**src/inc/ppic_consts.svh**
```systemverilog
/*
  constants for the pixel port input capture block.
  assumes inclusion by bare name from the package or design files.
*/
`ifndef PPIC_CONSTS_SVH
`define PPIC_CONSTS_SVH

`define PPIC_CHAN_W   6
`define PPIC_WORD_W   18
`define PPIC_RED_HI   17
`define PPIC_RED_LO   12
`define PPIC_GRN_HI   11
`define PPIC_GRN_LO   6
`define PPIC_BLU_HI   5
`define PPIC_BLU_LO   0
`define PPIC_LOW_1    1'h0
`define PPIC_LOW_6    6'h00
`define PPIC_LOW_18   18'h00000
`define PPIC_SEQ_EXT  1'h1
`define PPIC_LOW_2    2'h0
`define PPIC_SYNC_N   2
`define PPIC_SYN_IN   0
`define PPIC_SYN_OUT  1
`define PPIC_PWR_N    3
`define PPIC_PWR_VDD  0
`define PPIC_PWR_CON  1
`define PPIC_PWR_SEL  2

`endif

```
**src/inc/ppic_pkg.sv**
```systemverilog
/*
  types for the pixel port input capture block.
  assumes the constants header is on the include path.
*/
`include "ppic_consts.svh"

package ppic_pkg;
  typedef logic [`PPIC_CHAN_W-1:0] ppic_chan_t;
  typedef logic [`PPIC_WORD_W-1:0] ppic_word_t;
endpackage : ppic_pkg

```
**src/hdl/ppic_capture.sv**
```systemverilog
/*
  pixel port input capture: samples the 6:6:6 pixel stream and qualifiers,
  passes panel power requests through under external sequencing.
  assumes pixel_clock_in runs continuously after reset; pixel inputs are
  synchronous to it, power requests are asynchronous.
  assumes reset_in is synchronous to pixel_clock_in and active high.
*/
`timescale 1ns/1ps
`include "ppic_consts.svh"

module ppic_capture
  import ppic_pkg::*;
(
  // clock and reset
  input  wire logic       pixel_clock_in,
  input  wire logic       reset_in,
  // pixel port
  input  wire ppic_chan_t red_in,
  input  wire ppic_chan_t green_in,
  input  wire ppic_chan_t blue_in,
  input  wire logic       active_display_enable_in,
  input  wire logic       line_blank_sync_in,
  input  wire logic       frame_blank_sync_in,
  // panel power
  input  wire logic       power_seq_external_in,
  input  wire logic       panel_vdd_request_in,
  input  wire logic       panel_contrast_request_in,
  output logic            panel_vdd_enable_out,
  output logic            panel_contrast_enable_out,
  // downstream pixel stream
  output ppic_word_t      pixel_word_out,
  output logic            pixel_valid_out,
  output logic            line_start_out,
  output logic            frame_start_out
);

  // ****************************************
  // pixel port sampling
  // ****************************************
  // pixel inputs share the pixel clock, so no synchroniser here
  ppic_word_t word_r, word_nxt;
  logic       valid_r, valid_nxt;
  logic       hs_r, hs_nxt, vs_r, vs_nxt;
  logic       ls_r, ls_nxt, fs_r, fs_nxt;

  // a blanking sync has ended when it was high last edge and is low now
  function automatic logic sync_end(input logic was_high, input logic now_high);
    sync_end = was_high & ~now_high;
  endfunction : sync_end

  always_comb begin
    word_nxt[`PPIC_RED_HI:`PPIC_RED_LO] = red_in;
    word_nxt[`PPIC_GRN_HI:`PPIC_GRN_LO] = green_in;
    word_nxt[`PPIC_BLU_HI:`PPIC_BLU_LO] = blue_in;
    valid_nxt = active_display_enable_in & ~line_blank_sync_in
                & ~frame_blank_sync_in;
    hs_nxt    = line_blank_sync_in;
    vs_nxt    = frame_blank_sync_in;
    ls_nxt    = sync_end(hs_r, line_blank_sync_in);
    fs_nxt    = sync_end(vs_r, frame_blank_sync_in);
  end

  always_ff @(posedge pixel_clock_in) begin
    if (reset_in) begin
      word_r  <= `PPIC_LOW_18;
      valid_r <= `PPIC_LOW_1;
      hs_r    <= `PPIC_LOW_1;
      vs_r    <= `PPIC_LOW_1;
      ls_r    <= `PPIC_LOW_1;
      fs_r    <= `PPIC_LOW_1;
    end else begin
      word_r  <= word_nxt;
      valid_r <= valid_nxt;
      hs_r    <= hs_nxt;
      vs_r    <= vs_nxt;
      ls_r    <= ls_nxt;
      fs_r    <= fs_nxt;
    end
  end

  assign pixel_word_out  = word_r;
  assign pixel_valid_out = valid_r;
  assign line_start_out  = ls_r;
  assign frame_start_out = fs_r;

  // ****************************************
  // panel power pass-through
  // ****************************************
  // two stages per asynchronous level; stage one feeds stage two only
  logic [`PPIC_PWR_N-1:0] pwr_async;
  logic [`PPIC_PWR_N-1:0] pwr_sync;
  logic                   vdd_en_r, vdd_en_nxt, con_en_r, con_en_nxt;

  assign pwr_async[`PPIC_PWR_VDD] = panel_vdd_request_in;
  assign pwr_async[`PPIC_PWR_CON] = panel_contrast_request_in;
  assign pwr_async[`PPIC_PWR_SEL] = power_seq_external_in;

  for (genvar k = 0; k < `PPIC_PWR_N; k++) begin : g_sync
    logic [`PPIC_SYNC_N-1:0] stage_r, stage_nxt;

    always_comb begin
      stage_nxt = {stage_r[`PPIC_SYN_IN], pwr_async[k]};
    end

    always_ff @(posedge pixel_clock_in) begin
      if (reset_in) begin
        stage_r <= `PPIC_LOW_2;
      end else begin
        stage_r <= stage_nxt;
      end
    end

    assign pwr_sync[k] = stage_r[`PPIC_SYN_OUT];
  end

  // sequencing is picked by a pin, since this block has no registers
  function automatic logic ext_gate(input logic sel_ext, input logic req);
    ext_gate = (sel_ext == `PPIC_SEQ_EXT) & req;
  endfunction : ext_gate

  always_comb begin
    // internal sequencing is outside this block, so the enables hold low
    vdd_en_nxt = ext_gate(pwr_sync[`PPIC_PWR_SEL], pwr_sync[`PPIC_PWR_VDD]);
    con_en_nxt = ext_gate(pwr_sync[`PPIC_PWR_SEL], pwr_sync[`PPIC_PWR_CON]);
  end

  always_ff @(posedge pixel_clock_in) begin
    if (reset_in) begin
      vdd_en_r <= `PPIC_LOW_1;
      con_en_r <= `PPIC_LOW_1;
    end else begin
      vdd_en_r <= vdd_en_nxt;
      con_en_r <= con_en_nxt;
    end
  end

  assign panel_vdd_enable_out      = vdd_en_r;
  assign panel_contrast_enable_out = con_en_r;

  // ****************************************
  // checks
  // ****************************************
  a_red_map: assert property (@(posedge pixel_clock_in) disable iff (reset_in)
    !$past(reset_in) |-> pixel_word_out[`PPIC_RED_HI:`PPIC_RED_LO] == $past(red_in))
    else $error("red bits misplaced");
  a_green_map: assert property (@(posedge pixel_clock_in) disable iff (reset_in)
    !$past(reset_in) |-> pixel_word_out[`PPIC_GRN_HI:`PPIC_GRN_LO] == $past(green_in))
    else $error("green bits misplaced");
  a_blue_map: assert property (@(posedge pixel_clock_in) disable iff (reset_in)
    !$past(reset_in) |-> pixel_word_out[`PPIC_BLU_HI:`PPIC_BLU_LO] == $past(blue_in))
    else $error("blue bits misplaced");
  a_valid_gate: assert property (@(posedge pixel_clock_in) disable iff (reset_in)
    active_display_enable_in && !line_blank_sync_in && !frame_blank_sync_in
    |=> pixel_valid_out)
    else $error("qualified pixel dropped");
  a_line_blank: assert property (@(posedge pixel_clock_in) disable iff (reset_in)
    line_blank_sync_in |=> !pixel_valid_out)
    else $error("pixel passed in line blank");
  a_frame_blank: assert property (@(posedge pixel_clock_in) disable iff (reset_in)
    frame_blank_sync_in |=> !pixel_valid_out)
    else $error("pixel passed in frame blank");
  a_vdd_follow: assert property (@(posedge pixel_clock_in) disable iff (reset_in)
    (power_seq_external_in && panel_vdd_request_in)[*4] |-> panel_vdd_enable_out)
    else $error("vdd enable not following request");
  a_con_follow: assert property (@(posedge pixel_clock_in) disable iff (reset_in)
    (power_seq_external_in && panel_contrast_request_in)[*4] |-> panel_contrast_enable_out)
    else $error("contrast enable not following request");
  a_vdd_sync: assert property (@(posedge pixel_clock_in) disable iff (reset_in)
    $rose(panel_vdd_enable_out) |-> $past(panel_vdd_request_in, 3))
    else $error("vdd enable rose without synchronised request");
  a_valid_source: assert property (@(posedge pixel_clock_in) disable iff (reset_in)
    pixel_valid_out |-> $past(active_display_enable_in) && !$past(line_blank_sync_in)
      && !$past(frame_blank_sync_in))
    else $error("pixel passed without qualification");
  a_line_start: assert property (@(posedge pixel_clock_in) disable iff (reset_in)
    !$past(reset_in) && $fell(line_blank_sync_in) |=> line_start_out)
    else $error("line start pulse missing");
  a_frame_start: assert property (@(posedge pixel_clock_in) disable iff (reset_in)
    !$past(reset_in) && $fell(frame_blank_sync_in) |=> frame_start_out)
    else $error("frame start pulse missing");
  a_line_pulse: assert property (@(posedge pixel_clock_in) disable iff (reset_in)
    line_start_out |-> $past(line_blank_sync_in, 2) && !$past(line_blank_sync_in))
    else $error("line start pulse without sync end");
  a_frame_pulse: assert property (@(posedge pixel_clock_in) disable iff (reset_in)
    frame_start_out |-> $past(frame_blank_sync_in, 2) && !$past(frame_blank_sync_in))
    else $error("frame start pulse without sync end");

  // ****************************************
  // power checks
  // ****************************************
  a_con_sync: assert property (@(posedge pixel_clock_in) disable iff (reset_in)
    $rose(panel_contrast_enable_out) |-> $past(panel_contrast_request_in, 3))
    else $error("contrast enable rose without synchronised request");
  a_vdd_select: assert property (@(posedge pixel_clock_in) disable iff (reset_in)
    $rose(panel_vdd_enable_out) |-> $past(power_seq_external_in, 3))
    else $error("vdd enable rose without external sequencing");
  a_con_select: assert property (@(posedge pixel_clock_in) disable iff (reset_in)
    $rose(panel_contrast_enable_out) |-> $past(power_seq_external_in, 3))
    else $error("contrast enable rose without external sequencing");
  a_vdd_internal: assert property (@(posedge pixel_clock_in) disable iff (reset_in)
    (!power_seq_external_in)[*4] |-> !panel_vdd_enable_out)
    else $error("vdd enable high under internal sequencing");
  a_con_internal: assert property (@(posedge pixel_clock_in) disable iff (reset_in)
    (!power_seq_external_in)[*4] |-> !panel_contrast_enable_out)
    else $error("contrast enable high under internal sequencing");
  a_vdd_release: assert property (@(posedge pixel_clock_in) disable iff (reset_in)
    (!panel_vdd_request_in)[*4] |-> !panel_vdd_enable_out)
    else $error("vdd enable stayed high after request fell");
  a_con_release: assert property (@(posedge pixel_clock_in) disable iff (reset_in)
    (!panel_contrast_request_in)[*4] |-> !panel_contrast_enable_out)
    else $error("contrast enable stayed high after request fell");

endmodule : ppic_capture

```
**config.mk**
```make
export PLATFORM = sky130hd
export DESIGN_NAME = ppic_capture
export DESIGN_NICKNAME = d
export VERILOG_FILES = /design/src/inc/ppic_pkg.sv /design/src/hdl/ppic_capture.sv
export VERILOG_INCLUDE_DIRS = /design/src /design/src/inc
export SDC_FILE = /design/constraint.sdc
export NUM_CORES = 1
export LEC_CHECK = 0
export ABC_AREA = 1
export BUFFER_PORTS_ARGS = -buffer_cell sky130_fd_sc_hd__buf_2
export CAP_MARGIN = 20
export CORE_MARGIN = 5
export CORE_UTILIZATION = 41
export CTS_BUF_LIST = sky130_fd_sc_hd__clkbuf_8 sky130_fd_sc_hd__clkbuf_16
export CTS_CLUSTER_SIZE = 8
export DETAILED_ROUTE_END_ITERATION = 12
export PLACE_DENSITY = 0.74
export SYNTH_ARGS = -nofsm -noshare
export SYNTH_HDL_FRONTEND = slang
export SYNTH_SLANG_ARGS = --single-unit
```
**constraint.sdc**
```tcl
create_clock -name pixel_clock_in -period 0.8 [get_ports pixel_clock_in]
set_clock_uncertainty 0.1 [all_clocks]
set_input_delay 0.08 -clock pixel_clock_in [delete_from_list [all_inputs] [get_ports pixel_clock_in]]
set_output_delay 0.08 -clock pixel_clock_in [all_outputs]
set_load 0.02 [all_outputs]
```
# Word-level counts from Yosys, hierarchy flattened
# Cells that the tools add are included.
dict set report totals {
  ff_bits 31
  output_inout_bits 23
}
dict set report classes {
  bitwise 8
}
# operator n
set ops {}
lappend ops {{$and 1x1->1} 6}
lappend ops {{$not 1->1} 2}

# Logic depth before layout (Yosys ltp)
# Gate-level depths: netlist (run 1).
dict set report depth {
  depth_word 3
  depth_mapped 4
  mapped_depth_nobuf 3
}

# Worst setup path before layout (run 1)
# OpenSTA, ideal clock, no wires.
dict set report synth_timing {
  kind {register to register}
  start {register g_sync[2].stage_r[1]}
  end {register vdd_en_r (netlist: panel_vdd_enable_out)}
  setup_time_ns 0.112
  t_arrival_ns 0.367
  t_required_ns 0.588
  path_slack_ns 0.221
  path_stages_with_launch 3
  n_path_buf 0
  synth_period_minus_slack_ns 0.579
  cell_sequence {dfxtp_1 > nand2_1 > nor2_1}
}
dict set report synth_between {
  elab_chain_len 1
}
# item line_no
set synth_rtl {}
lappend synth_rtl {{start: declaration} ppic_capture.sv:99} ;# logic [`PPIC_SYNC_N-1:0] stage_r, stage_nxt;
lappend synth_rtl {{start signal: assignment} ppic_capture.sv:107} ;# stage_r <= `PPIC_LOW_2;
lappend synth_rtl {{start signal: assignment} ppic_capture.sv:109} ;# stage_r <= stage_nxt;
lappend synth_rtl {{$and 1x1->1} ppic_capture.sv:118} ;# ext_gate = (sel_ext == `PPIC_SEQ_EXT) & req;
lappend synth_rtl {{end signal: assignment} ppic_capture.sv:129} ;# vdd_en_r <= `PPIC_LOW_1;
lappend synth_rtl {{end signal: assignment} ppic_capture.sv:132} ;# vdd_en_r <= vdd_en_nxt;
lappend synth_rtl {{end: declaration} ppic_capture.sv:92} ;# logic vdd_en_r, vdd_en_nxt, con_en_r, con_en_nxt;
# No other way between the ends.
# A chain may end at the register's enable or synchronous reset.

# Final worst setup path (run 1)
dict set report layout_timing {
  start {register word_r[3] (netlist: pixel_word_out[3])}
  end {output port pixel_word_out[3]}
}
# item line_no
set layout_lines {}
lappend layout_lines {{start: declaration} ppic_capture.sv:41} ;# ppic_word_t word_r, word_nxt;
lappend layout_lines {{start signal: assignment} ppic_capture.sv:65} ;# word_r <= `PPIC_LOW_18;
lappend layout_lines {{start signal: assignment} ppic_capture.sv:72} ;# word_r <= word_nxt;
lappend layout_lines {{end: declaration} ppic_capture.sv:31} ;# output ppic_word_t pixel_word_out,
# No word-level cell between the ends.

==> metrics.md, run 1 <==
| Metric | Value |
|---|---|
| Worst hold margin | -0.05166 ns |
| Leak | 0.8749 nW |
| Synth Instances | 98 |
| EDFF count, synth | 0 |
| Skew-Pair Late Insertion Delay | 0.27 ns |
| Root buf cell | clkbuf_8 |
| Clk buf depth | 2 |
| Post-Syn Nets | 124 |
| Fin crit share | 112.6% |
| Post-Route Utilization | 83.25% |
| Post-route cell area | 1667 sq um |
| PD cells | 1942 nW/um^2 |
| Achievable Freq | 1110 MHz |
| Startpoint type of the worst setup path | flip-flop |
| Avg Cell Area, Syn | 9.001 sq um |
| Initial antenna violation count | 1 |
| Core box area | 2002 sq um |
| Chip Height | 56.39 microns |
| H-tree depth | 2 |
| Rows | 16 |
| Initial Util | 44.06% |
| Final routed wire length divided by cell count | 13.23 microns |
| CP max stage delay | 0.34 ns |
| Via count | 832 |
| Num CTS Buffers | 5 |
| Pre-antenna DRT Iters | 2 |
| Status | complete, but fails checks |
| Endpoints failing setup | 24 |
| Vias per Instance | 4.099 |
| Post-Syn Area | 882.1 sq um |
| Share of cells above drive strength 1 | 48.00% |
| Post-synthesis register bit count | 31 |
| Violated checks | negative hold slack, negative setup slack |
| Fillers | 104 |
| Yosys top cell by area | dfxtp_1 |
| Min setup slack post-route | -0.1009 ns |
| CP top delay family | flip-flops |
| Clock transition at path regs | 0.06 ns |
| Yosys top cell area share | 70.35% |
| GRT overflow | 0 |
| Relative slew slack | 87.77% |
| Largest net degree at the start of global routing | 15 |
| Prevailing post-synth register cell | dfxtp_1 |
| RSZ-0062 raised after global routing | true |
| Chip width | 56.39 microns |
| Syn. warnings | 0 |
| Max Cap Violations | 0 |
| CP max stage cell | dfxtp_2 |
| Post-route ant nets | 0 |
| Global router's overall resource usage | 18.58% |
| Post-place instance area | 1175 sq um |
| Seq/Total Area, Yosys | 70.35% |
| Port bufs | 48 |
| Sink Count | 31 |
| Detailed Route WL | 2.685 mm |
| P&R area growth vs syn | 88.94% |
| Max Transition Viols Final | 0 |
| Worst Hold Class | input port to flip-flop |
| CP Capture Type | output pin |
| Routability cong. | 0.7479 |
| Unique cell type count in the Yosys netlist | 7 |
| # DRC | 0 |
| Post-DP HPWL | 1.232 mm |
| First-pass GRT wire length | 4.526 mm |
| Synth cell count leaders | dfxtp_1 (31), nor2_1 (31), inv_1 (26), nand2_1 (6), buf_2 (2) |
| Share of synthesized registers carrying an async set or reset | 0% |
| Crit path kind | flip-flop to output pin |
| Die footprint | 3179 sq um |
| CTS tree | yes |
| Post-layout net count | 200 |
| Top area cells in the synthesized netlist | dfxtp_1 (70%), nor2_1 (13%), inv_1 (11%) |
| Crit-path max FO | 1 |
| Iter 0 DRT Violations | 18 |
| Vias in the first global route | 968 |
| CP Buf/Inv Count | 1 |
| Critical-path cell list | buf_6 |
| CP arrival | 0.72 ns |
| WP data required | 0.62 ns |
| Final hold violations | 3 |
| Peak VDD IR | 1.782 mV |
| Slew of the pin with the lowest slew margin | 0.1835 ns |
| I/O Pins | 49 |
| Min Tclk post-route | 0.9009 ns |
-- kinds of logic after synthesis --
group / count (synthesis) / share of synthesized area (%)
AND/OR/NAND/NOR: 37 / 15.74
flip-flops: 31 / 70.36
buffers and inverters: 30 / 13.90
-- path summary, 6_finish.rpt --
kind,slack (ns),depth (start not counted),startpoint,end
setup reg to reg,0.18,2,g_sync[2].stage_r[1],panel_vdd_enable_out
hold reg to reg,0.31,2,g_sync[0].stage_r[1],panel_vdd_enable_out
hold / removal,-0.05,4,frame_blank_sync_in,frame_start_out
setup / recovery,-0.10,1,pixel_word_out[3],pixel_word_out[3]
-- sequential cells by signal (all words and copies together) (netlist names) --
name	count
pixel_word_out	18
panel_contrast_enable_out	1
vs_r	1
pixel_valid_out	1
g_sync.stage_r	6
line_start_out	1
hs_r	1
frame_start_out	1
panel_vdd_enable_out	1
-- metrics by stage --
step / total power [W] / TNS [ns] / worst slack [ns] / hold WS (ns) / instances
global route: 0.003384 / -2.667 / -0.1262 / -0.02808 / 203
CTS: 0.003210 / -2.142 / -0.1002 / -0.05590 / 203
finish: 0.003236 / -2.092 / -0.1009 / -0.05166 / 203
detailed placement: 0.001955 / 0 / 0.09997 / 0.1522 / 172
global placement: 0.001947 / 0 / 0.1285 / 0.1549 / 172
floorplan: 0.001815 / 0 / 0.2209 / 0.05151 / 98
-- routing by layer --
metal / wire [microns] / up-vias / global-route usage, %
li1: - / 416 / -
met5: 0 / - / 0
met4: 22 / 0 / 7.797
met2: 1328 / 39 / 31.22
met3: 221 / 2 / 8.257
met1: 1112 / 375 / 20.20
-- worst reg2reg max path: stages, from the launching register on --
cell,delay [ns]
dfxtp_1,0.33
nand2_1,0.06
nor2_1,0.07
-- area by class of cell --
cell class / count / area (sq um) / area share [%]
Inverter: 27 / 101.3 / 6.081
Clock inverter: 3 / 12.51 / 0.7508
Multi-Input combinational cell: 37 / 146.4 / 8.784
Sequential cell: 31 / 649.4 / 38.96
Timing Repair Buffer: 72 / 651.9 / 39.11
Antenna cell: 1 / 2.502 / 0.1502
Clock buffer: 5 / 68.82 / 4.129
Tap cell: 27 / 33.78 / 2.027
-- cell usage in the layout (no fill, tap or decap), drive strengths merged --
cell type	instances
nand2	6
buf	49
inv	29
dfxtp	31
dlymetal6s4s	1
clkbuf	5
nor2	31
dlygate4sd3	22
clkinv	1
diode	1
-- report_power, final --
part | switching (W) | total (W) | internal (W) | leakage [nW]
Sequential | 0.0000333 | 0.00166 | 0.00163 | 0.264
Combinational | 0.000202 | 0.000461 | 0.000258 | 0.560
Clock | 0.000531 | 0.00111 | 0.000583 | 0.0505
-- what timing repair did --
| action | CTS | global route |
|---|---|---|
| setup buffers | 0 | 0 |
| resized for setup | 69 | 6 |
| hold buffers | 23 | 1 |
| pin swaps | 0 | 0 |
| hold endpoints to repair | 26 | 5 |
| setup endpoints to repair | 23 | 28 |
(Power assumes the default switching activity.)
==> run 2, diff against run 1 <==
CELL_PAD_IN_SITES_DETAIL_PLACEMENT = 1   (was default)
CELL_PAD_IN_SITES_GLOBAL_PLACEMENT = 2   (was default)
CORE_UTILIZATION = 22   (was 41)
PLACE_DENSITY = 0.73   (was 0.74)
==> run 2 against run 1 <==
The flow still finishes with violations (negative hold slack, negative setup slack). Cell count rose by 11%. Register-to-register slack barely moved. Total power rose by 4.5%. Flip-flop and latch count did not move. Non-clock buffer count did not move. Worst setup slack improved by 0.0030 ns. Largest cell class is now registers.
==> metrics.md, run 2 (synthesis results as in run 1) <==
| Metric | Value |
|---|---|
| Peak VDD IR | 0.8825 mV (was 1.782 mV) |
| Clock transition at path regs | 0.06 ns (about the same) |
| Leak | 0.8671 nW (was 0.8749 nW) |
| Vias per Instance | 3.551 (was 4.099) |
| Final routed wire length divided by cell count | 10.20 microns (was 13.23 microns) |
| Vias in the first global route | 883 (was 968) |
| Skew-Pair Late Insertion Delay | 0.27 ns (about the same) |
| CP arrival | 0.72 ns (about the same) |
| Final hold violations | 3 (unchanged) |
| H-tree depth | 2 (unchanged) |
| PD cells | 2004 nW/um^2 (was 1942 nW/um^2) |
| Root buf cell | clkbuf_8 (unchanged) |
| Fillers | 464 (was 104) |
| Max Transition Viols Final | 0 (unchanged) |
| # DRC | 0 (unchanged) |
| Max Cap Violations | 0 (unchanged) |
| Pint | 0.002646 W (was 0.002469 W) |
| Min setup slack post-route | -0.09796 ns (was -0.1009 ns) |
| Worst Hold Class | input port to flip-flop (unchanged) |
| Largest net degree at the start of global routing | 31 (was 15) |
| CP max stage cell | dfxtp_2 (unchanged) |
| Port bufs | 48 (unchanged) |
| Relative slew slack | 91.42% (was 87.77%) |
| Worst hold margin | -0.04394 ns (was -0.05166 ns) |
| Clk buf depth | 2 (unchanged) |
| Slew of the pin with the lowest slew margin | 0.1287 ns (was 0.1835 ns) |
| Post-layout net count | 200 (unchanged) |
| CP top delay family | flip-flops (unchanged) |
| CP Buf/Inv Count | 1 (unchanged) |
| Startpoint type of the worst setup path | flip-flop (unchanged) |
| Pre-antenna DRT Iters | 2 (unchanged) |
| Sink Count | 31 (unchanged) |
| Commonest non-fill, non-tap cell in the layout | nor2_1 (unchanged) |
| Logic pwr share | 12.6% (was 14.2%) |
| P&R area growth vs syn | 91.21% (was 88.94%) |
| Chip width | 73.32 microns (was 56.39 microns) |
| Post-route ant nets | 0 (unchanged) |
| Crit-path max FO | 1 (unchanged) |
| Status | complete, but fails checks (unchanged) |
| Core box area | 3943 sq um (was 2002 sq um) |
| Clk pwr share | 38.4% (was 34.4%) |
| Violated checks | negative hold slack, negative setup slack (unchanged) |
| Routability cong. | 0.7484 (was 0.7479) |
| Endpoints failing setup | 24 (unchanged) |
| Sequential group share of total power | 49.0% (was 51.3%) |
| Number of flip-flops in the largest register | 18 (unchanged) |
| CTS tree | yes (unchanged) |
| Fin crit share | 112.2% (was 112.6%) |
| Die footprint | 5376 sq um (was 3179 sq um) |
| WP data required | 0.62 ns (about the same) |
| Switching share of power | 21.73% (was 23.69%) |
| Post-DP HPWL | 1.535 mm (was 1.232 mm) |
| Chip Height | 73.32 microns (was 56.39 microns) |
| CP Capture Type | output pin (unchanged) |
| RSZ-0062 raised after global routing | true (unchanged) |
| Critical-path cell list | buf_6 (unchanged) |
| Global router's overall resource usage | 9.710% (was 18.58%) |
| Achievable Freq | 1114 MHz (was 1110 MHz) |
| Iter 0 DRT Violations | 20 (was 18) |
| I/O Pins | 49 (unchanged) |
| Most frequent cells in the layout | nor2_1 (31), inv_1 (26), buf_2 (25) (was nor2_1 (28), inv_1 (26), buf_2 (24)) |
| First-pass GRT wire length | 3.850 mm (was 4.526 mm) |
| Min Tclk post-route | 0.8980 ns (was 0.9009 ns) |
| GRT overflow | 0 (unchanged) |
| N_diodes | 0 (was 1) |
| Rows | 23 (was 16) |
| Crit path kind | flip-flop to output pin (unchanged) |
| Placed cell count | 194 (was 172) |
| Final Non-Filler Cells | 225 (was 203) |
| TNS Setup | -2.083 ns (was -2.092 ns) |
| Initial antenna violation count | 0 (was 1) |
| Detailed Route WL | 2.296 mm (was 2.685 mm) |
| Num CTS Buffers | 5 (unchanged) |
| Sw Pwr | 0.0007344 W (was 0.0007667 W) |
| Initial Util | 22.37% (was 44.06%) |
| Share of cells above drive strength 1 | 46.29% (was 48.00%) |
| Via count | 799 (was 832) |
| CP max stage delay | 0.32 ns (was 0.34 ns) |
## run 2: cell type report
cell class              instances  area [sq um]  share of cell area (%)
well taps                      50         62.56                   3.709
clock inverters                 1         3.754                  0.2226
clock buffers                   7         96.34                   5.712
inverters                      27         101.3                   6.009
flip-flops and latches         31         649.4                   38.50
multi-input cells              37         138.9                   8.234
repair buffers                 72         634.4                   37.61
## run 2: power by group through the flow
| stage | clock network (W) | registers, W | logic, W |
|---|---|---|---|
| 6_report | 0.00130 | 0.00166 | 0.000427 |
| 5_1_grt | 0.00143 | 0.00166 | 0.000469 |
| 4_1_cts | 0.00135 | 0.00166 | 0.000430 |
| 3_5_place_dp | 0 | 0.00167 | 0.000284 |
| 3_3_place_gp | 0 | 0.00166 | 0.000277 |
| 2_1_floorplan | 0 | 0.00174 | 0.0000792 |
## run 2: repair_timing
item,in CTS,in global routing
resized for setup,69,1
hold buffers,23,1
setup buffers,0,0
endpoints found under the hold margin,26,5
setup endpoints to repair,23,25
## run 2: final timing paths
path / startpoint / to / slack [ns] / depth (start not counted)
setup / recovery: panel_contrast_enable_out / panel_contrast_enable_out / -0.1 / 1
hold / removal: frame_blank_sync_in / vs_r / -0.04 / 3
setup reg to reg: g_sync[2].stage_r[1] / panel_vdd_enable_out / 0.18 / 2
hold reg to reg: g_sync[0].stage_r[0] / g_sync[0].stage_r[1] / 0.31 / 2
## run 2: metal layers
layer  track usage, %  share of wire, %  wire length, microns
met5                0                 0                     0
met4            3.018               1.3                    30
met3            6.430                14                   324
met2            16.39                47                  1076
met1            9.677                38                   865
## run 2: metrics by stage
step	worst slack, ns	total power, W	hold slack [ns]	utilization, %	instance area (sq um)
floorplan	0.2209	0.001815	0.05151	-	882.1
global placement	0.09892	0.001942	0.1568	30.02	1184
detailed placement	0.08896	0.001953	0.1665	30.02	1184
CTS	-0.1101	0.003443	-0.05442	42.78	1687
global route	-0.1370	0.003564	-0.04512	42.78	1687
finish	-0.09796	0.003380	-0.04394	42.78	1687
